File: src/common/sci_map.svh
// constants of the sdram command interface: field positions, codes, reset values
`ifndef SCI_MAP_SVH
`define SCI_MAP_SVH

// =====================================================================
// mode register field positions
`define SCI_MR_BL_MSB 2
`define SCI_MR_BL_LSB 0
`define SCI_MR_BT_BIT 3
`define SCI_MR_CL_MSB 6
`define SCI_MR_CL_LSB 4
`define SCI_MR_RESET 12'h020

// =====================================================================
// mode field codes
`define SCI_BL_CODE_1 3'h0
`define SCI_BL_CODE_2 3'h1
`define SCI_BL_CODE_4 3'h2
`define SCI_BL_CODE_8 3'h3
`define SCI_BL_CODE_PAGE 3'h7
`define SCI_CL_CODE_3 3'h3

// =====================================================================
// column wrap masks per burst length
`define SCI_MASK_BL1 9'h000
`define SCI_MASK_BL2 9'h001
`define SCI_MASK_BL4 9'h003
`define SCI_MASK_BL8 9'h007
`define SCI_MASK_PAGE 9'h1ff

// =====================================================================
// address bit that selects auto precharge / precharge all
`define SCI_AP_BIT 10

// =====================================================================
// write queue geometry: bank 2 + row 12 + column 9 + data 16 + enables 2
`define SCI_WQ_WIDTH 41
`define SCI_WQ_DEPTH 16

`endif

File: src/common/sci_pkg.sv
// types shared by the sdram command interface files
package sci_pkg;
	typedef logic [11:0] sci_row_t;
	typedef logic [8:0] sci_col_t;
	typedef logic [1:0] sci_bank_t;
	typedef logic [15:0] sci_word_t;
	typedef logic [1:0] sci_mask_t;
	typedef logic [11:0] sci_mode_t;
	// low-power condition entered while clock enable is low
	typedef enum logic [1:0] {
		PWR_RUN,
		PWR_DOWN,
		PWR_SUSPEND,
		PWR_SELF_REFRESH
	} sci_pwr_e;
endpackage

File: src/core/sci_fifo.sv
// write queue fifo with registered output stage
`timescale 1ns/10ps
module sci_fifo
	import sci_pkg::*;
#(
	parameter int WIDTH = 41,
	parameter int DEPTH = 16
) (
	// clock, reset, freeze
	input wire logic ref_clk,
	input wire logic sys_rst,
	input wire logic clk_en,
	// filling side
	input wire logic in_valid,
	output logic in_ready,
	input wire logic [WIDTH-1:0] in_data,
	// draining side
	output logic out_valid,
	input wire logic out_ready,
	output logic [WIDTH-1:0] out_data
);
	localparam int AW = $clog2(DEPTH);
	localparam int CW = AW + 1;

	// =================================================================
	// storage and pointers
	logic [WIDTH-1:0] mem_q [DEPTH]; // entries; pointers wrap, depth is a power of two
	logic [AW-1:0] wr_ptr_q; // next slot to fill
	logic [AW-1:0] rd_ptr_q; // next slot to drain
	logic [CW-1:0] count_q; // entries held in memory, output stage excluded
	logic out_valid_q; // output stage holds a word
	logic [WIDTH-1:0] out_data_q; // output stage word

	// =================================================================
	// handshake terms
	wire push = in_valid && in_ready;
	wire pop = (count_q != '0) && (!out_valid_q || out_ready);
	assign in_ready = count_q < CW'(DEPTH);
	assign out_valid = out_valid_q;
	assign out_data = out_data_q;

	// memory write, no reset needed on data
	always_ff @(posedge ref_clk) begin
		if (clk_en && push) begin
			mem_q[wr_ptr_q] <= in_data;
		end
	end

	// pointers and count
	always_ff @(posedge ref_clk) begin
		if (sys_rst) begin
			wr_ptr_q <= '0;
			rd_ptr_q <= '0;
			count_q <= '0;
		end else if (clk_en) begin
			wr_ptr_q <= wr_ptr_q + AW'(push);
			rd_ptr_q <= rd_ptr_q + AW'(pop);
			count_q <= count_q + CW'(push) - CW'(pop);
		end
	end

	// output stage refills whenever it empties or is taken
	always_ff @(posedge ref_clk) begin
		if (sys_rst) begin
			out_valid_q <= 1'b0;
			out_data_q <= '0;
		end else if (clk_en) begin
			if (pop) begin
				out_valid_q <= 1'b1;
				out_data_q <= mem_q[rd_ptr_q];
			end else if (out_ready) begin
				out_valid_q <= 1'b0;
			end
		end
	end
endmodule

File: src/core/sci_sdram_cmd.sv
// sdram device side: command decode, bank state, bursts, data path
`timescale 1ns/10ps
`include "sci_map.svh"
module sci_sdram_cmd
	import sci_pkg::*;
(
	// clock and reset
	input wire logic ref_clk,
	input wire logic sys_rst,
	// command pins, synchronous to ref_clk
	input wire logic clock_enable,
	input wire logic chip_select_n,
	input wire logic row_strobe_n,
	input wire logic column_strobe_n,
	input wire logic write_strobe_n,
	input wire logic [11:0] address_lines,
	input wire logic [1:0] bank_select_lines,
	input wire logic [1:0] byte_masks,
	// data pins split into input, output, per-byte enable
	input wire logic [15:0] data_lines_in,
	output logic [15:0] data_lines_out,
	output logic [1:0] data_lines_oe,
	// storage array read port, one cycle read latency
	output logic array_rd_en,
	output logic [1:0] array_rd_bank,
	output logic [11:0] array_rd_row,
	output logic [8:0] array_rd_col,
	input wire logic [15:0] array_rd_data,
	// storage array write port, fed from the write queue
	output logic array_wr_valid,
	input wire logic array_wr_ready,
	output logic [1:0] array_wr_bank,
	output logic [11:0] array_wr_row,
	output logic [8:0] array_wr_col,
	output logic [15:0] array_wr_data,
	output logic [1:0] array_wr_byte_en,
	// status
	output logic [3:0] bank_open,
	output logic mode_loaded,
	output sci_pwr_e power_mode,
	output logic write_ready,
	output logic write_overrun
);
	// =================================================================
	// state
	sci_mode_t mode_q; // programmed operating parameters
	logic mode_loaded_q; // a mode set has been seen
	logic [3:0] open_q; // per bank open flag
	sci_row_t row_q [4]; // per bank open row
	logic burst_q; // a burst continues past this cycle
	logic burst_wr_q; // running burst is a write
	logic auto_pre_q; // close bank when the burst ends
	sci_bank_t bank_q; // bank of the running burst
	sci_col_t col_q; // column of the next beat
	sci_col_t col_start_q; // first column, for interleaved order
	sci_col_t idx_q; // beat index of the next beat
	logic [9:0] left_q; // beats still to run
	sci_pwr_e pwr_q; // low-power condition
	logic rd_en_q; // read beat issued to the array
	sci_bank_t rd_bank_q;
	sci_row_t rd_row_q;
	sci_col_t rd_col_q;
	logic tag1_q; // array data valid this cycle
	logic hold_v_q; // extra stage for the longer latency
	sci_word_t hold_q;
	sci_mask_t dqm1_q; // masks one edge old
	sci_mask_t dqm2_q; // masks two edges old
	sci_word_t dq_out_q;
	sci_mask_t dq_oe_q;
	logic wr_ready_q;
	logic overrun_q; // a write beat found the queue full; sticky until reset

	// =================================================================
	// command decode from the strobes sampled this edge
	wire sel = ~chip_select_n;
	wire is_mrs = sel & ~row_strobe_n & ~column_strobe_n & ~write_strobe_n;
	wire is_ref = sel & ~row_strobe_n & ~column_strobe_n & write_strobe_n;
	wire is_pre = sel & ~row_strobe_n & column_strobe_n & ~write_strobe_n;
	wire is_act = sel & ~row_strobe_n & column_strobe_n & write_strobe_n;
	wire is_wr = sel & row_strobe_n & ~column_strobe_n & ~write_strobe_n;
	wire is_rd = sel & row_strobe_n & ~column_strobe_n & write_strobe_n;
	wire is_stop = sel & row_strobe_n & column_strobe_n & ~write_strobe_n;
	wire is_col = is_wr | is_rd;
	wire ap_bit = address_lines[`SCI_AP_BIT];

	// =================================================================
	// mode fields
	wire [2:0] bl_code = mode_q[`SCI_MR_BL_MSB:`SCI_MR_BL_LSB];
	wire interleave = mode_q[`SCI_MR_BT_BIT];
	wire cl3 = mode_q[`SCI_MR_CL_MSB:`SCI_MR_CL_LSB] == `SCI_CL_CODE_3;
	wire full_page = bl_code == `SCI_BL_CODE_PAGE;
	// reserved codes fall back to single-word bursts
	wire [8:0] bl_mask = (bl_code == `SCI_BL_CODE_2) ? `SCI_MASK_BL2 :
		(bl_code == `SCI_BL_CODE_4) ? `SCI_MASK_BL4 :
		(bl_code == `SCI_BL_CODE_8) ? `SCI_MASK_BL8 :
		full_page ? `SCI_MASK_PAGE : `SCI_MASK_BL1;
	wire [9:0] bl_words = {1'b0, bl_mask} + 10'h001;

	// =================================================================
	// beat of this cycle: a new column command or the running burst
	wire beat_v = is_col | (burst_q & ~is_stop);
	wire beat_wr = is_col ? is_wr : burst_wr_q;
	wire [1:0] beat_bank = is_col ? bank_select_lines : bank_q;
	wire [8:0] beat_col = is_col ? address_lines[8:0] : col_q;
	wire [11:0] beat_row = row_q[beat_bank];
	wire [8:0] base_col = is_col ? address_lines[8:0] : col_start_q;
	wire [8:0] idx_n = (is_col ? 9'h000 : idx_q) + 9'h001;
	wire [8:0] seq_n = (beat_col & ~bl_mask) | ((beat_col + 9'h001) & bl_mask);
	wire [8:0] ilv_n = base_col ^ (idx_n & bl_mask);
	wire [8:0] col_n = (interleave & ~full_page) ? ilv_n : seq_n;
	wire [9:0] left_n = (is_col ? bl_words : left_q) - 10'h001;
	wire more = full_page | (left_n != 10'h000);
	wire beat_ap = is_col ? ap_bit & ~full_page : auto_pre_q;
	wire last_ap = beat_v & ~more & beat_ap;

	// =================================================================
	// write beat into the queue; masked bytes are blocked at once
	wire wq_valid = beat_v & beat_wr & ~(&byte_masks);
	wire wq_ready;
	wire [`SCI_WQ_WIDTH-1:0] wq_in = {beat_bank, beat_row, beat_col, data_lines_in,
		~byte_masks};
	wire [`SCI_WQ_WIDTH-1:0] wq_out;

	// mode register load on mode set, address carries the parameters
	always_ff @(posedge ref_clk) begin
		if (sys_rst) begin
			mode_q <= `SCI_MR_RESET;
			mode_loaded_q <= 1'b0;
		end else if (clock_enable && is_mrs) begin
			mode_q <= address_lines;
			mode_loaded_q <= 1'b1;
		end
	end

	// per bank open flag and row latch
	for (genvar b = 0; b < 4; b++) begin : g_bank
		wire hit = bank_select_lines == 2'(b);
		always_ff @(posedge ref_clk) begin
			if (sys_rst) begin
				open_q[b] <= 1'b0;
				row_q[b] <= '0;
			end else if (clock_enable) begin
				if (is_act && hit) begin
					open_q[b] <= 1'b1;
					row_q[b] <= address_lines;
				end else if (is_pre && (ap_bit || hit)) begin
					open_q[b] <= 1'b0;
				end else if (last_ap && beat_bank == 2'(b)) begin
					open_q[b] <= 1'b0;
				end
			end
		end
	end

	// burst sequencer; a new column command restarts it every cycle
	always_ff @(posedge ref_clk) begin
		if (sys_rst) begin
			burst_q <= 1'b0;
			burst_wr_q <= 1'b0;
			auto_pre_q <= 1'b0;
			bank_q <= '0;
			col_q <= '0;
			col_start_q <= '0;
			idx_q <= '0;
			left_q <= '0;
		end else if (clock_enable) begin
			// stop ends the burst; deselect lets it run on
			burst_q <= beat_v & more;
			if (beat_v) begin
				burst_wr_q <= beat_wr;
				auto_pre_q <= beat_ap;
				bank_q <= beat_bank;
				col_q <= col_n;
				col_start_q <= base_col;
				idx_q <= idx_n;
				left_q <= left_n;
			end
		end
	end

	// low-power condition picked when clock enable drops; this register
	// alone keeps running while everything else is frozen
	always_ff @(posedge ref_clk) begin
		if (sys_rst) begin
			pwr_q <= PWR_RUN;
		end else if (clock_enable) begin
			pwr_q <= PWR_RUN;
		end else if (pwr_q == PWR_RUN) begin
			if (is_ref) begin
				pwr_q <= PWR_SELF_REFRESH;
			end else if (burst_q || rd_en_q || tag1_q || hold_v_q) begin
				pwr_q <= PWR_SUSPEND;
			end else begin
				pwr_q <= PWR_DOWN;
			end
		end
	end

	// array read request for each read beat
	always_ff @(posedge ref_clk) begin
		if (sys_rst) begin
			rd_en_q <= 1'b0;
			rd_bank_q <= '0;
			rd_row_q <= '0;
			rd_col_q <= '0;
		end else if (clock_enable) begin
			rd_en_q <= beat_v & ~beat_wr;
			rd_bank_q <= beat_bank;
			rd_row_q <= beat_row;
			rd_col_q <= beat_col;
		end
	end

	// read return pipeline and mask delay
	always_ff @(posedge ref_clk) begin
		if (sys_rst) begin
			tag1_q <= 1'b0;
			hold_v_q <= 1'b0;
			hold_q <= '0;
			dqm1_q <= '0;
			dqm2_q <= '0;
		end else if (clock_enable) begin
			tag1_q <= rd_en_q;
			hold_v_q <= tag1_q;
			hold_q <= array_rd_data;
			dqm1_q <= byte_masks;
			dqm2_q <= dqm1_q;
		end
	end

	// data pin drive; latency picks the array word or the held word
	always_ff @(posedge ref_clk) begin
		if (sys_rst) begin
			dq_out_q <= '0;
			dq_oe_q <= '0;
		end else if (clock_enable) begin
			dq_out_q <= cl3 ? hold_q : array_rd_data;
			dq_oe_q <= {2{cl3 ? hold_v_q : tag1_q}} & ~dqm2_q;
		end
	end

	// queue status; a full queue cannot stall the pins, so the loss is flagged
	always_ff @(posedge ref_clk) begin
		if (sys_rst) begin
			wr_ready_q <= 1'b0;
			overrun_q <= 1'b0;
		end else if (clock_enable) begin
			wr_ready_q <= wq_ready;
			overrun_q <= overrun_q | (wq_valid & ~wq_ready);
		end
	end

	// write queue between the pins and the storage array
	sci_fifo #(
		.WIDTH(`SCI_WQ_WIDTH),
		.DEPTH(`SCI_WQ_DEPTH)
	) u_wq (
		.ref_clk(ref_clk),
		.sys_rst(sys_rst),
		.clk_en(clock_enable),
		.in_valid(wq_valid),
		.in_ready(wq_ready),
		.in_data(wq_in),
		.out_valid(array_wr_valid),
		.out_ready(array_wr_ready),
		.out_data(wq_out)
	);

	// =================================================================
	// outputs
	assign {array_wr_bank, array_wr_row, array_wr_col, array_wr_data, array_wr_byte_en} = wq_out;
	assign data_lines_out = dq_out_q;
	assign data_lines_oe = dq_oe_q;
	assign array_rd_en = rd_en_q;
	assign array_rd_bank = rd_bank_q;
	assign array_rd_row = rd_row_q;
	assign array_rd_col = rd_col_q;
	assign bank_open = open_q;
	assign mode_loaded = mode_loaded_q;
	assign power_mode = pwr_q;
	assign write_ready = wr_ready_q;
	assign write_overrun = overrun_q;
endmodule

File: config.mk
export PLATFORM = sky130hd
export DESIGN_NAME = sci_sdram_cmd
export DESIGN_NICKNAME = d
export VERILOG_FILES = /design/src/common/sci_pkg.sv /design/src/core/sci_fifo.sv /design/src/core/sci_sdram_cmd.sv
export VERILOG_INCLUDE_DIRS = /design/src /design/src/common
export SDC_FILE = /design/constraint.sdc
export NUM_CORES = 1
export LEC_CHECK = 0
export ABC_CLOCK_PERIOD_IN_PS = 6600
export BUFFER_PORTS_ARGS = -buffer_cell sky130_fd_sc_hd__buf_4
export CORE_MARGIN = 1
export CORE_UTILIZATION = 25
export CTS_BUF_LIST = sky130_fd_sc_hd__clkbuf_8 sky130_fd_sc_hd__clkbuf_16
export DETAILED_ROUTE_END_ITERATION = 6
export PLACE_DENSITY = 0.37
export SETUP_SLACK_MARGIN = 0.3
export SYNTH_ARGS = -nofsm -noshare
export SYNTH_HDL_FRONTEND = slang
export SYNTH_HIERARCHICAL = 1
export SYNTH_SLANG_ARGS = --single-unit
File: constraint.sdc
create_clock -name ref_clk -period 6.6 [get_ports ref_clk]
set_input_delay 0.66 -clock ref_clk [delete_from_list [all_inputs] [get_ports ref_clk]]
set_output_delay 0.66 -clock ref_clk [all_outputs]
set_load 0.03 [all_outputs]
### Word-level counts from Yosys, hierarchy flattened

Memories as Yosys holds them, arrays and structs flattened. A register that Yosys moved wholly into a read port is not among the register bits.
Cells that the tools add are included.

* add/subtract/negate cells: 8
* $lt $le $gt $ge: 1
* equality and inequality tests: 11
* mux-type cells: 54
* bitwise logic cells: 50
* reduce and logical (&&, ||, !) cells: 44

Operator list (count)
* $mux W9: 8
* $mux W12: 4
* $mux W1: 37
* $and A9 B9 Y9: 3
* $and A1 B1 Y1: 23
* $add A9 B1 Y9 const B: 2
* $logic_and A1 B1 Y1: 16
* $mux W16: 1
* $reduce_and A2 Y1: 8
* $reduce_bool A3 Y1: 4
* $add A9 B1 Y10 const B: 1
* $mux W10: 1
* $not A1 Y1: 10
* $reduce_bool A10 Y1: 1
* $sub A10 B1 Y10 const B: 1
* $eq A3 B2 Y1 const B: 3
* $not A9 Y9: 1
* $or A9 B9 Y9: 1
* $xor A9 B9 Y9: 1
* $add A4 B1 Y4: 2
* $eq A2 B2 Y1 const B: 4
* $logic_or A1 B1 Y1: 8
* $or A1 B1 Y1: 8
* $logic_not A2 Y1: 3
* 13 further kinds: 17

* register bits: 136
* bits in writable memories: 704
* input bits: 56
* output and inout bits: 93
* word-level logic and storage cells: 202
* memories kept: 2

Memories
* u_wq.mem_q: depth 16, bits a word 41, rd ports 1, clocked after memory_dff 1, write ports 1, line sci_fifo.sv:27 `logic [WIDTH-1:0] mem_q [DEPTH];`
* row_q: depth 4, bits a word 12, rd ports 1, clocked after memory_dff 0, write ports 4, line sci_sdram_cmd.sv:49 `sci_row_t row_q [4];`

### Longest topological paths before layout

Gate-level depths: netlist of the first run.

* depth after elaboration: 17
* mapped depth: 14

### By module

The synthesis of the first run kept the hierarchy.

By module, submodules not included
* sci_fifo: instances 1, cells an instance 1200, area an instance 26864.5 sq um, seq. area each 20799.9 sq um
* sci_sdram_cmd: instances 1, cells an instance 811, area an instance 7701.1 sq um, seq. area each 3763.6 sq um

### Worst setup path before layout of the first run

No wires, ideal clock.

* path kind: input -> register
* start point: input chip_select_n
* end point: memory u_wq.mem_q[0][0] (enable)
* setup time: 0.490 ns
* arrival: 5.109 ns
* slack: 1.001 ns
* cell stages on the path: 9
* path buffers: 2
* cell sequence: or3b_2 clkbuf_1 clkbuf_1 nor2_1 a21oi_1 a21oi_1 nand3b_1 or3_1 nor3_1

* word-level cells in the longest chain between the ends: 13
* elaborated cells on any way between the ends: 18
* classes of those cells: mux: 3; bitwise: 13; reduce/logical: 2

RTL lines
* from (decl): line sci_sdram_cmd.sv:12 `input wire logic chip_select_n,`
* $not A1 Y1 (*): line sci_sdram_cmd.sv:75 `wire sel = ~chip_select_n;`
* $and A1 B1 Y1 (*): line sci_sdram_cmd.sv:80, sci_sdram_cmd.sv:81, sci_sdram_cmd.sv:82
* $and A1 B1 Y1 (2 in a row): line sci_sdram_cmd.sv:82 `wire is_stop = sel & row_strobe_n & column_strobe_n & ~write_strobe_n;`
* $not A1 Y1: line sci_sdram_cmd.sv:101 `wire beat_v = is_col | (burst_q & ~is_stop);`
* $and A1 B1 Y1: line sci_sdram_cmd.sv:101
* $or A1 B1 Y1: line sci_sdram_cmd.sv:101
* $and A1 B1 Y1 (*) (2 in a row): line sci_sdram_cmd.sv:118 `wire wq_valid = beat_v & beat_wr & ~(&byte_masks);`
* net wq_valid: line sci_sdram_cmd.sv:118
* $logic_and A1 B1 Y1 (*): line sci_fifo.sv:36 `wire push = in_valid && in_ready;`
* $logic_and A1 B1 Y1 (*): line sci_fifo.sv:44 `if (clk_en && push) begin`
* $mux W1 (*): line sci_fifo.sv:44
* $mux W1 (not written as such) (*): line sci_fifo.sv:45 `mem_q[wr_ptr_q] <= in_data;`
* to (decl): line sci_fifo.sv:27

Mark *: on every way through the listed nets, which the timed path passes. The rest lies on a longest branch.

### Final worst setup path of the first run

* start point: register mode_q[1]
* end point: register open_q[0] (netlist: bank_open[0])

* word-level cells in the longest chain between the ends: 16
* elaborated cells on any way between the ends: 22
* classes of those cells: add/sub: 2; eq/ne: 4; mux: 6; bitwise: 6; reduce/logical: 4

RTL lines
* from (decl): line sci_sdram_cmd.sv:46 `sci_mode_t mode_q;`
* from (signal assigned): line sci_sdram_cmd.sv:127 `` mode_q <= `SCI_MR_RESET; ``
* from (signal assigned): line sci_sdram_cmd.sv:130 `mode_q <= address_lines;`
* $eq A3 B3 Y1 (no source line)
* $mux W9 (no source line) (3 in a row)
* $mux W9 (no source line) (*)
* $add A9 B1 Y10 (*): line sci_sdram_cmd.sv:97 `wire [9:0] bl_words = {1'b0, bl_mask} + 10'h001;`
* $mux W10 (*): line sci_sdram_cmd.sv:111 `wire [9:0] left_n = (is_col ? bl_words : left_q) - 10'h001;`
* $sub A10 B1 Y10 (*): line sci_sdram_cmd.sv:111
* net left_n[0]: line sci_sdram_cmd.sv:111
* $reduce_bool A10 Y1 (*): line sci_sdram_cmd.sv:112 `wire more = full_page | (left_n != 10'h000);`
* $or A1 B1 Y1 (*): line sci_sdram_cmd.sv:112
* $not A1 Y1 (*): line sci_sdram_cmd.sv:114 `wire last_ap = beat_v & ~more & beat_ap;`
* $and A1 B1 Y1 (*) (2 in a row): line sci_sdram_cmd.sv:114
* $logic_and A1 B1 Y1 (*): line sci_sdram_cmd.sv:148 `end else if (last_ap && beat_bank == 2'(b)) begin`
* $reduce_bool A3 Y1 (no source line) (*)
* $reduce_and A2 Y1 (no source line) (*)
* to (signal, indexed assignment): line sci_sdram_cmd.sv:144 `open_q[b] <= 1'b1;`
* to (signal, indexed assignment): line sci_sdram_cmd.sv:147 `open_q[b] <= 1'b0;`
* to (signal, indexed assignment): line sci_sdram_cmd.sv:149 `open_q[b] <= 1'b0;`
* to (decl): line sci_sdram_cmd.sv:48 `logic [3:0] open_q;`

Marked as above.
A chain may end at the register's enable or synchronous reset.

==> results of run 1 <==
cells in the final DEF, fill, tap and decap left out, types with 16 or more instances in the layout:
cell type	n
a2bb2oi_1	41
mux2i_1	155
edfxtp_1	704
nor2_1	135
a21oi_1	55
inv_1	53
mux4_2	176
and2_1	55
dfxtp_1	168
buf_4	188
clkbuf_16	105
nand2_1	77
o21ai_1	44
a211oi_1	33
clkinv_1	16
o21ai_0	30
registers in the layout (all words and copies together), names as in the netlist, 5 cells and up:
name	count
mode_q	7
data_lines_out	16
hold_q	16
array_rd_col	9
row_q	48
col_q	9
col_start_q	9
u_wq/out_data	41
left_q	10
array_rd_row	12
u_wq/mem_q	656
u_wq/count_q	5
tightest hold or removal path, stage by stage:
cell     delay [ns]
buf_4          0.08
mux2i_1        0.05
nor2_1         0.07
kinds of logic (layout without fill, tap and decap cells):
family / after synthesis / in the layout / synth area share (%)
compound gates: 251 / 251 / 4.75
fa+ha+maj: 15 / 15 / 0.565
xor+xnor: 18 / 18 / 0.456
simple gates: 365 / 365 / 5.04
mux: 334 / 334 / 16.1
buf+inv: 153 / 417 / 2.07
flops: 875 / 875 / 71.1
other cells: 0 / 3 / 0
metal layers:
layer	share of wire [%]	wire length [um]	track usage, %
met4	2.7	2610	4.05
met2	48	46700	23.1
met3	4.1	3930	3.01
met1	45	43700	18.1
met5	0	0	0
report_power, final:
| part | switching [uW] | total [uW] | internal, uW |
|---|---|---|---|
| registers | 228 | 6370 | 6140 |
| clock network | 2320 | 5780 | 3460 |
| logic | 1370 | 2570 | 1200 |
layout make-up:
class	instances	area, um2
antenna	3	7.51
clock buffer	118	2810
clock inverter	78	682
fill	13416	96000
inverter	27	101
multi-input combinational	983	9430
sequential	875	24600
tap	1794	2240
timing repair buffer	194	1520
through the flow:
| stage | hold slack (ns) | total power (uW) | worst slack [ns] | utilization, % | std cells |
|---|---|---|---|---|---|
| 6_report | 0.201 | 14700 | 2.72 | 30.1 | 4072 |
| 5_1_grt | 0.171 | 15400 | 2.25 | 30.1 | 4069 |
| 4_1_cts | 0.132 | 15000 | 2.66 | 30.1 | 4069 |
| 3_5_place_dp | 0.449 | 9160 | 2.25 | 27.6 | 3873 |
| 3_3_place_gp | 0.443 | 9150 | 2.30 | 27.6 | 3873 |
| 2_1_floorplan | 0.432 | 8300 | 1.00 | - | 2011 |
final timing paths:
path                                        to  slack [ns]         startpoint
worst min register to register  col_start_q[7]        0.46     col_start_q[7]
worst min-delay path                hold_q[14]        0.20  array_rd_data[14]
worst max register to register    bank_open[0]        2.72          mode_q[1]
worst max-delay path              bank_open[0]        2.72          mode_q[1]
==> qor.yml, run 1 <==
cts.repair.resized: 0
critPathKind: "reg -> reg"
row_count: 136
overflow: 0
synth_area_mm2: 0.0346
synth_cells: 2011
power_density_mw_per_mm2: 356
hold_depth: 3
postCtsHoldBufs: 0
post_cts_buffers: 0
arrival_ns: 4.44
num_io_pins: 149
grt_max_degree: 132
drv_cap: 0
critPathBufInv: 2
finish.instance_area_mm2: 0.0414
setup-tns-final_ns: 0
worst_slew_pin_slew_ns: 1.12
placed_cell_area_mm2: 0.0379
fp.dieArea_mm2: 0.140
drtIter0Drc: 1102
design.core.area_mm2: 0.137
synth_common_cells: "edfxtp_1 (704), mux4_2 (176), dfxtp_1 (171), mux2i_1 (155), nor2_1 (147)"
grtUsageTotal_pct: 13.9
power_leakage_uw: 0.0136
die_w_um: 374
reg2reg_depth: 12
drive_above_1_share_pct: 24.6
clock_path_buffers: 3
insertion_delay_ns: 0.71
cp.depth: 12
fin_skew_ns: 0.0186
synth.avg_cell_area_um2: 17.2
setup_viol: 0
maxSlewViolCount: 0
ant_nets: 0
grt_pass1_wl_um: 142000
numClockSinks: 875
min_period_ns: 3.88
cts_tree: "done"
synth_top_cell_area_share_pct: 61.2
wl_per_cell_um: 23.8
yosysMostFrequentCell: "edfxtp_1"
synth_edf_count: 704
die_y_um: 374
yosysSeqAreaShare_pct: 71.1
drc_errors: 0
yosys_warnings: 6
gp_congestion: 0.718
dp_hpwl_um: 57600
finalHoldViolations: 0
drt_pass1_iterations: 4
via_count: 18369
yosys.area.top_type: "edfxtp_1"
vias_per_cell: 4.51
synthArstFlopShare_pct: 0
period_share_pct: 58.8
path_delay_family: "simple AND/OR/NAND/NOR gates"
grt_antenna_before_repair: 1
nets: 2256
clk_pin_slew_ns: 0.06
crit_fanout: 10
cp.required_ns: 7.16
portBuffers: 148
end_kind: "flip-flop"
grt_pass1_vias: 19798
synth_seq_cells: 875
crit_chain: "and2_1 > inv_1 > o21ai_0 > o21ai_0 > inv_1 > ha_1 > or4b_1 > o31ai_1 > a31oi_1 > or3_1 > nor2_1 > a21oi_1"
syn2layout_area_growth_pct: 19.7
synth.distinct_cells: 70
htreeDepth: 3
cp_slowest_cell: "or4b_1"
synth_fp_nets: 2082
start_kind: "flip-flop"
peakVddDrop_mv: 0.235
cts-root-buf: "clkbuf_16"
drt_wl_total_um: 96900
numCtsBuffers: 104
outcome: "completed"
max_stage_delay_ns: 0.58
rsz0062_at_grt: "false"
synth.area.top_cells: "edfxtp_1 (61%), mux4_2 (11%), dfxtp_1 (9.9%)"
hp-class: "in -> reg"
relSlewSlack_pct: 25.5
initial_core_util_pct: 25.2
synthFlopType: "edfxtp_1"
maxClockFrequency_ghz: 0.258
Note: power is estimated with default switching activity, not from simulation.
==> inputs of run 2 (changes only) <==
--- a/config.mk
+++ b/config.mk
@@ -6,7 +6,7 @@
 export SDC_FILE = /design/constraint.sdc
 export NUM_CORES = 1
 export LEC_CHECK = 0
-export ABC_CLOCK_PERIOD_IN_PS = 6600
+export ABC_CLOCK_PERIOD_IN_PS = 3950
 export BUFFER_PORTS_ARGS = -buffer_cell sky130_fd_sc_hd__buf_4
 export CORE_MARGIN = 1
 export CORE_UTILIZATION = 25
==> constraint.sdc (replaced) <==
create_clock -name ref_clk -period 3.95 [get_ports ref_clk]
set_input_delay 0.395 -clock ref_clk [delete_from_list [all_inputs] [get_ports ref_clk]]
set_output_delay 0.395 -clock ref_clk [all_outputs]
set_load 0.03 [all_outputs]
==> qor.yml, run 2 (synthesis results as in run 1) <==
outcome: "completed"
power_leakage_uw: 0.0139  # +2.5%
hp-class: "in -> reg"
grt_max_degree: 66  # -50%
drtIter0Drc: 1319  # +20%
period_share_pct: 82.7  # +24 points
portBuffers: 148  # unchanged
power_density_mw_per_mm2: 585  # +64%
start_kind: "flip-flop"
maxSlewViolCount: 0  # unchanged
numClockSinks: 875  # unchanged
swShare_pct: 27.4  # +0.76 points
use_met1_pct: 19.0  # +0.89 points
drv_cap: 0  # unchanged
numCtsBuffers: 101  # -2.9%
ant_nets: 0  # unchanged
grt_util_met2_pct: 22.7  # -0.39 points
clock_path_buffers: 3  # unchanged
crit_fanout: 9  # -1
syn2layout_area_growth_pct: 22.1
worst_slew_pin_slew_ns: 0.878  # -0.240 ns
largest_reg_flops: 656  # unchanged
relSlewSlack_pct: 41.5  # +16 points
peakVddDrop_mv: 0.431  # +84%
cts-root-buf: "clkbuf_16"
min_period_ns: 3.27  # -0.614 ns
fp.dieArea_mm2: 0.140  # unchanged
wl_per_cell_um: 23.5  # -1.2%
row_count: 136  # unchanged
rsz0062_at_grt: "false"
max_stage_delay_ns: 0.53  # -0.05 ns
busiest_layer: "met2"
clk_pin_slew_ns: 0.06  # about the same
dp_hpwl_um: 60300  # +4.8%
intPower_uw: 17900  # +66%
design.core.area_mm2: 0.137  # unchanged
htreeDepth: 3  # unchanged
vias_per_cell: 4.51  # about the same
overflow: 0  # unchanged
reg2reg_depth: 12  # unchanged
path_delay_family: "simple AND/OR/NAND/NOR gates"
nets: 2335  # +3.5%
num_io_pins: 149  # unchanged
critPathBufInv: 2  # unchanged
fin_skew_ns: 0.0459  # +0.0273 ns
post_cts_buffers: 0  # unchanged
cts_tree: "done"
arrival_ns: 3.83  # -0.61 ns
final_cell_mix: "edfxtp_1 (704), buf_4 (213), mux4_2 (176)"
final.setup.worst_slack_ns: 0.682  # -2.04 ns
seq_power_share_pct: 42.8  # -0.5 points
top_register: "u_wq/mem_q"
drt_wl_total_um: 97500  # +0.66%
grt_antenna_before_repair: 4  # +3
drive_above_1_share_pct: 25.5  # +0.88 points
gp_congestion: 0.743  # +3.5%
initial_core_util_pct: 25.2  # unchanged
cp.required_ns: 4.51  # -2.65 ns
finalHoldViolations: 0  # unchanged
drt_pass1_iterations: 7  # +3
cp-endpoint: "bank_open[2]"
setup_viol: 0  # unchanged
reg2reg_from: "mode_q[1]"
insertion_delay_ns: 0.71  # about the same
die_y_um: 374  # unchanged
grt_pass1_wl_um: 142000  # +0.22%
rrSetupSlack_ns: 0.68  # -2.04 ns
grt_pass1_vias: 19704  # -0.47%
critPathKind: "reg -> reg"
end_kind: "flip-flop"
pwr-share-comb_pct: 18.8  # +1.4 points
grtUsageTotal_pct: 14.0  # +0.11 points
cp.depth: 12  # unchanged
layout_commonest_cell: "edfxtp_1"
startpoint: "mode_q[1]"
die_w_um: 374  # unchanged
clock_power_share_pct: 38.4  # -0.9 points
drc_errors: 0  # unchanged
groute.layer.met3.usage_pct: 2.89  # -0.12 points
finish.instance_area_mm2: 0.0422  # +2.0%
r2r_end: "bank_open[2]"
cp_slowest_cell: "or4b_1"
crit_chain: "and2_2 > inv_1 > o21ai_1 > o21ai_1 > inv_1 > ha_1 > or4b_1 > o31ai_1 > a31oi_1 > or3_1 > nor2_2 > a21oi_1"
placed_cell_area_mm2: 0.0383  # +1.1%
dp_slack_ns: 0.338  # -1.91 ns
via_count: 18721  # +1.9%
p_switching_uw: 6760  # +73%
maxClockFrequency_ghz: 0.306  # +19%
run 2: power groups by stage:
| stage | Sequential, uW | Combinational (uW) | Clock [uW] |
|---|---|---|---|
| 3_3_place_gp | 10800 | 4730 | 0 |
| 2_1_floorplan | 10900 | 2960 | 0 |
| 5_1_grt | 10600 | 5030 | 10200 |
| 4_1_cts | 10600 | 4790 | 9820 |
| 3_5_place_dp | 10800 | 4740 | 0 |
| 6_report | 10600 | 4640 | 9480 |
run 2: through the flow:
step	utilization (%)	power, uW	instances	setup TNS (ns)	hold slack (ns)
floorplan	-	13900	2011	-73.63	0.432
global placement	27.9	15500	3909	0	0.441
detailed placement	27.9	15500	3909	0	0.443
CTS	30.7	25200	4147	0	0.00212
finish	30.7	24700	4149	0	0.0818
global route	30.7	25800	4147	0	0.0461
run 2: final cells by class:
cell class              count  area [um2]
inverters                  27         101
fillers                 13355       95100
repair buffers            276        2390
clock buffers             117        2770
diodes                      2        5.00
clock inverters            75         664
flip-flops and latches    875       24600
multi-input cells         983        9450
well taps                1794        2240
run 2: worst min path at each step:
stage,startpoint,slack [ns],endpoint,depth (start not counted)
floorplan,idx_q[1],0.43,idx_q[1],2
global placement,mode_loaded,0.44,mode_loaded,2
detailed placement,mode_loaded,0.44,mode_loaded,2
CTS,address_lines[10],0.002,auto_pre_q,3
global route,address_lines[10],0.05,auto_pre_q,3
finish,address_lines[10],0.08,auto_pre_q,3
run 2: worst reg2reg max path, cell delays in order (launching register included):
cell     delay (ns)
dfxtp_1        0.41
and2_2         0.29
inv_1          0.11
o21ai_1        0.25
o21ai_1        0.18
inv_1          0.09
ha_1           0.17
or4b_1         0.53
o31ai_1        0.28
a31oi_1        0.14
or3_1          0.44
nor2_2         0.20
a21oi_1        0.10
run 2: per-layer routing:
| layer | wire length (um) | share of wire (%) | vias to the layer above |
|---|---|---|---|
| met5 | 11 | 0.011 | - |
| met4 | 2050 | 2.1 | 2 |
| met3 | 4100 | 4.2 | 110 |
| met2 | 46500 | 48 | 340 |
| met1 | 44800 | 46 | 9834 |
| li1 | - | - | 8435 |
run 2: what timing repair did:
action	in CTS	in global routing
gates resized for setup	0	4
endpoints found under the setup margin	0	5
hold buffers	46	0
endpoints found under the hold margin	275	0
==> inputs of run 3 (changes only) <==
--- a/config.mk
+++ b/config.mk
@@ -6,7 +6,7 @@
 export SDC_FILE = /design/constraint.sdc
 export NUM_CORES = 1
 export LEC_CHECK = 0
-export ABC_CLOCK_PERIOD_IN_PS = 3950
+export ABC_CLOCK_PERIOD_IN_PS = 3150
 export BUFFER_PORTS_ARGS = -buffer_cell sky130_fd_sc_hd__buf_4
 export CORE_MARGIN = 1
 export CORE_UTILIZATION = 25
==> constraint.sdc (replaced) <==
create_clock -name ref_clk -period 3.15 [get_ports ref_clk]
set_input_delay 0.315 -clock ref_clk [delete_from_list [all_inputs] [get_ports ref_clk]]
set_output_delay 0.315 -clock ref_clk [all_outputs]
set_load 0.03 [all_outputs]
==> qor.yml, run 3 (synthesis results as in run 1) <==
outcome: "finished with violations"
violations: "design-rule violations"
largest_reg_flops: 656  # unchanged
dp_cells: 3929  # +0.51%
htreeDepth: 3  # unchanged
grt_max_degree: 59  # -11%
nets: 2359  # +1.0%
power_density_mw_per_mm2: 716  # +22%
cp.required_ns: 3.74  # -0.77 ns
hp-class: "in -> reg"
drt_wl_total_um: 94700  # -2.9%
start_kind: "flip-flop"
finish.utilization_pct: 31.0  # +0.26 points
design.core.area_mm2: 0.137  # unchanged
cts-root-buf: "clkbuf_16"
via_count: 18814  # +0.50%
die_w_um: 374  # unchanged
ant_nets: 0  # unchanged
maxSlewViolCount: 0  # unchanged
seq_area_mm2: 0.0246  # about the same
wl_per_cell_um: 22.7  # -3.3%
finalHoldViolations: 0  # unchanged
period_share_pct: 85.9  # +3.2 points
numCtsBuffers: 100  # -0.99%
initial_core_util_pct: 25.2  # unchanged
drive_above_1_share_pct: 26.5  # +1.0 points
final.setup.worst_slack_ns: 0.444  # -0.238 ns
hold_end: "array_rd_en"
dp_slack_ns: -0.00551  # -0.344 ns
maxClockFrequency_ghz: 0.370  # +21%
relSlewSlack_pct: 36.5  # -5.0 points
cts_tree: "done"
insertion_delay_ns: 0.71  # about the same
worst_slew_pin_slew_ns: 0.953  # +0.0754 ns
critPathKind: "reg -> reg"
end_kind: "flip-flop"
dp_hpwl_um: 56300  # -6.6%
nFillCells: 13379  # +0.18%
grt_pass1_wl_um: 139000  # -2.1%
grtUsageTotal_pct: 13.6  # -0.44 points
reg2reg_depth: 11  # -1
reg2reg_from: "u_wq/count_q[3]"
drtIter0Drc: 1224  # -7.2%
num_io_pins: 149  # unchanged
top_register: "u_wq/mem_q"
arrival_ns: 3.30  # -0.53 ns
row_count: 136  # unchanged
drv_cap: 0  # unchanged
syn2layout_area_growth_pct: 23.1
min_period_ns: 2.71  # -0.562 ns
stdcell_count: 4168  # +0.46%
clk_pin_slew_ns: 0.06  # about the same
rsz0062_at_grt: "false"
r2r_end: "u_wq/count_q[4]"
fp.dieArea_mm2: 0.140  # unchanged
multiInputGateArea_mm2: 0.00952  # +0.81%
drt_pass1_iterations: 7  # unchanged
numClockSinks: 875  # unchanged
setup_viol: 0  # unchanged
layout_commonest_cell: "edfxtp_1"
final_cell_mix: "edfxtp_1 (704), buf_4 (217), mux4_2 (176)"
drc_errors: 2  # +2
hold_depth: 3  # unchanged
power_leakage_uw: 0.0141  # +1.1%
overflow: 0  # unchanged
grt_pass1_vias: 20052  # +1.8%
portBuffers: 148  # unchanged
vias_per_cell: 4.51  # about the same
grt_antenna_before_repair: 3  # -1
fin_skew_ns: 0.0245  # -0.0213 ns
crit_fanout: 4  # -5
gp_congestion: 0.733  # -1.3%
peakVddDrop_mv: 0.462  # +7.2%
clock_path_buffers: 3  # unchanged
rrSetupSlack_ns: 0.44  # -0.24 ns
hold_start: "clock_enable"
die_y_um: 374  # unchanged
run 3: what timing repair did:
| item | 4_1_cts | 5_1_grt |
|---|---|---|
| setup endpoints to repair | 6 | 6 |
| hold buffers | 49 | 0 |
| pin swaps | 0 | 2 |
| buffers inserted | 0 | 2 |
| gates resized for setup | 8 | 10 |
| hold endpoints to repair | 371 | 0 |
run 3: layer usage:
metal  global-route usage, %  wire length (um)  vias to the layer above
li1                        -                 -                     8496
met1                    18.3             43500                     9836
met2                    22.2             45100                      347
met3                    2.39              3670                      135
met4                    4.06              2440                        0
met5                       0                 0                        -
run 3: critical path, stage by stage (launching register included):
cell and delay, ns:
dfxtp_1 0.32, inv_1 0.10, ha_1 0.14, or4b_4 0.46, and2_4 0.19, xnor2_1 0.13
ha_2 0.19, fa_2 0.36, a21oi_2 0.13, o21bai_1 0.08, mux2i_1 0.16, mux2_2 0.34
run 3: cell type report:
cell class | instances | share of cell area (%)
clock buffers | 108 | 6.17
repair buffers | 301 | 6.61
diodes | 2 | 0.0118
flip-flops and latches | 875 | 57.8
well taps | 1794 | 5.28
inverters | 27 | 0.238
multi-input cells | 983 | 22.4
clock inverters | 78 | 1.56
run 3: worst max path at each step:
| stage | start | end |
|---|---|---|
| CTS | u_wq/count_q[3] | u_wq/count_q[4] |
| finish | u_wq/count_q[3] | u_wq/count_q[4] |
| global route | u_wq/count_q[3] | u_wq/count_q[4] |
| detailed placement | chip_select_n | u_wq/count_q[4] |
| global placement | chip_select_n | bank_open[0] |
| floorplan | chip_select_n | u_wq/mem_q[3][0] |
run 3: metrics by stage:
step           setup TNS, ns  total power [uW]  instance area [um2]  hold slack (ns)
2_1_floorplan         -20.14             17400                34800            0.414
3_3_place_gp               0             19300                38700            0.441
3_5_place_dp        -0.00551             19300                38700            0.447
4_1_cts                    0             31100                42500           0.0122
5_1_grt                    0             31800                42500           0.0456
6_report                   0             30500                42600           0.0913
run 3: where the power goes:
part           internal (uW)  leakage, uW  switching [uW]
registers              12900      0.00776             336
clock network           6670      0.00172            4850
logic                   2750      0.00459            2990
total                  22300       0.0141            8170
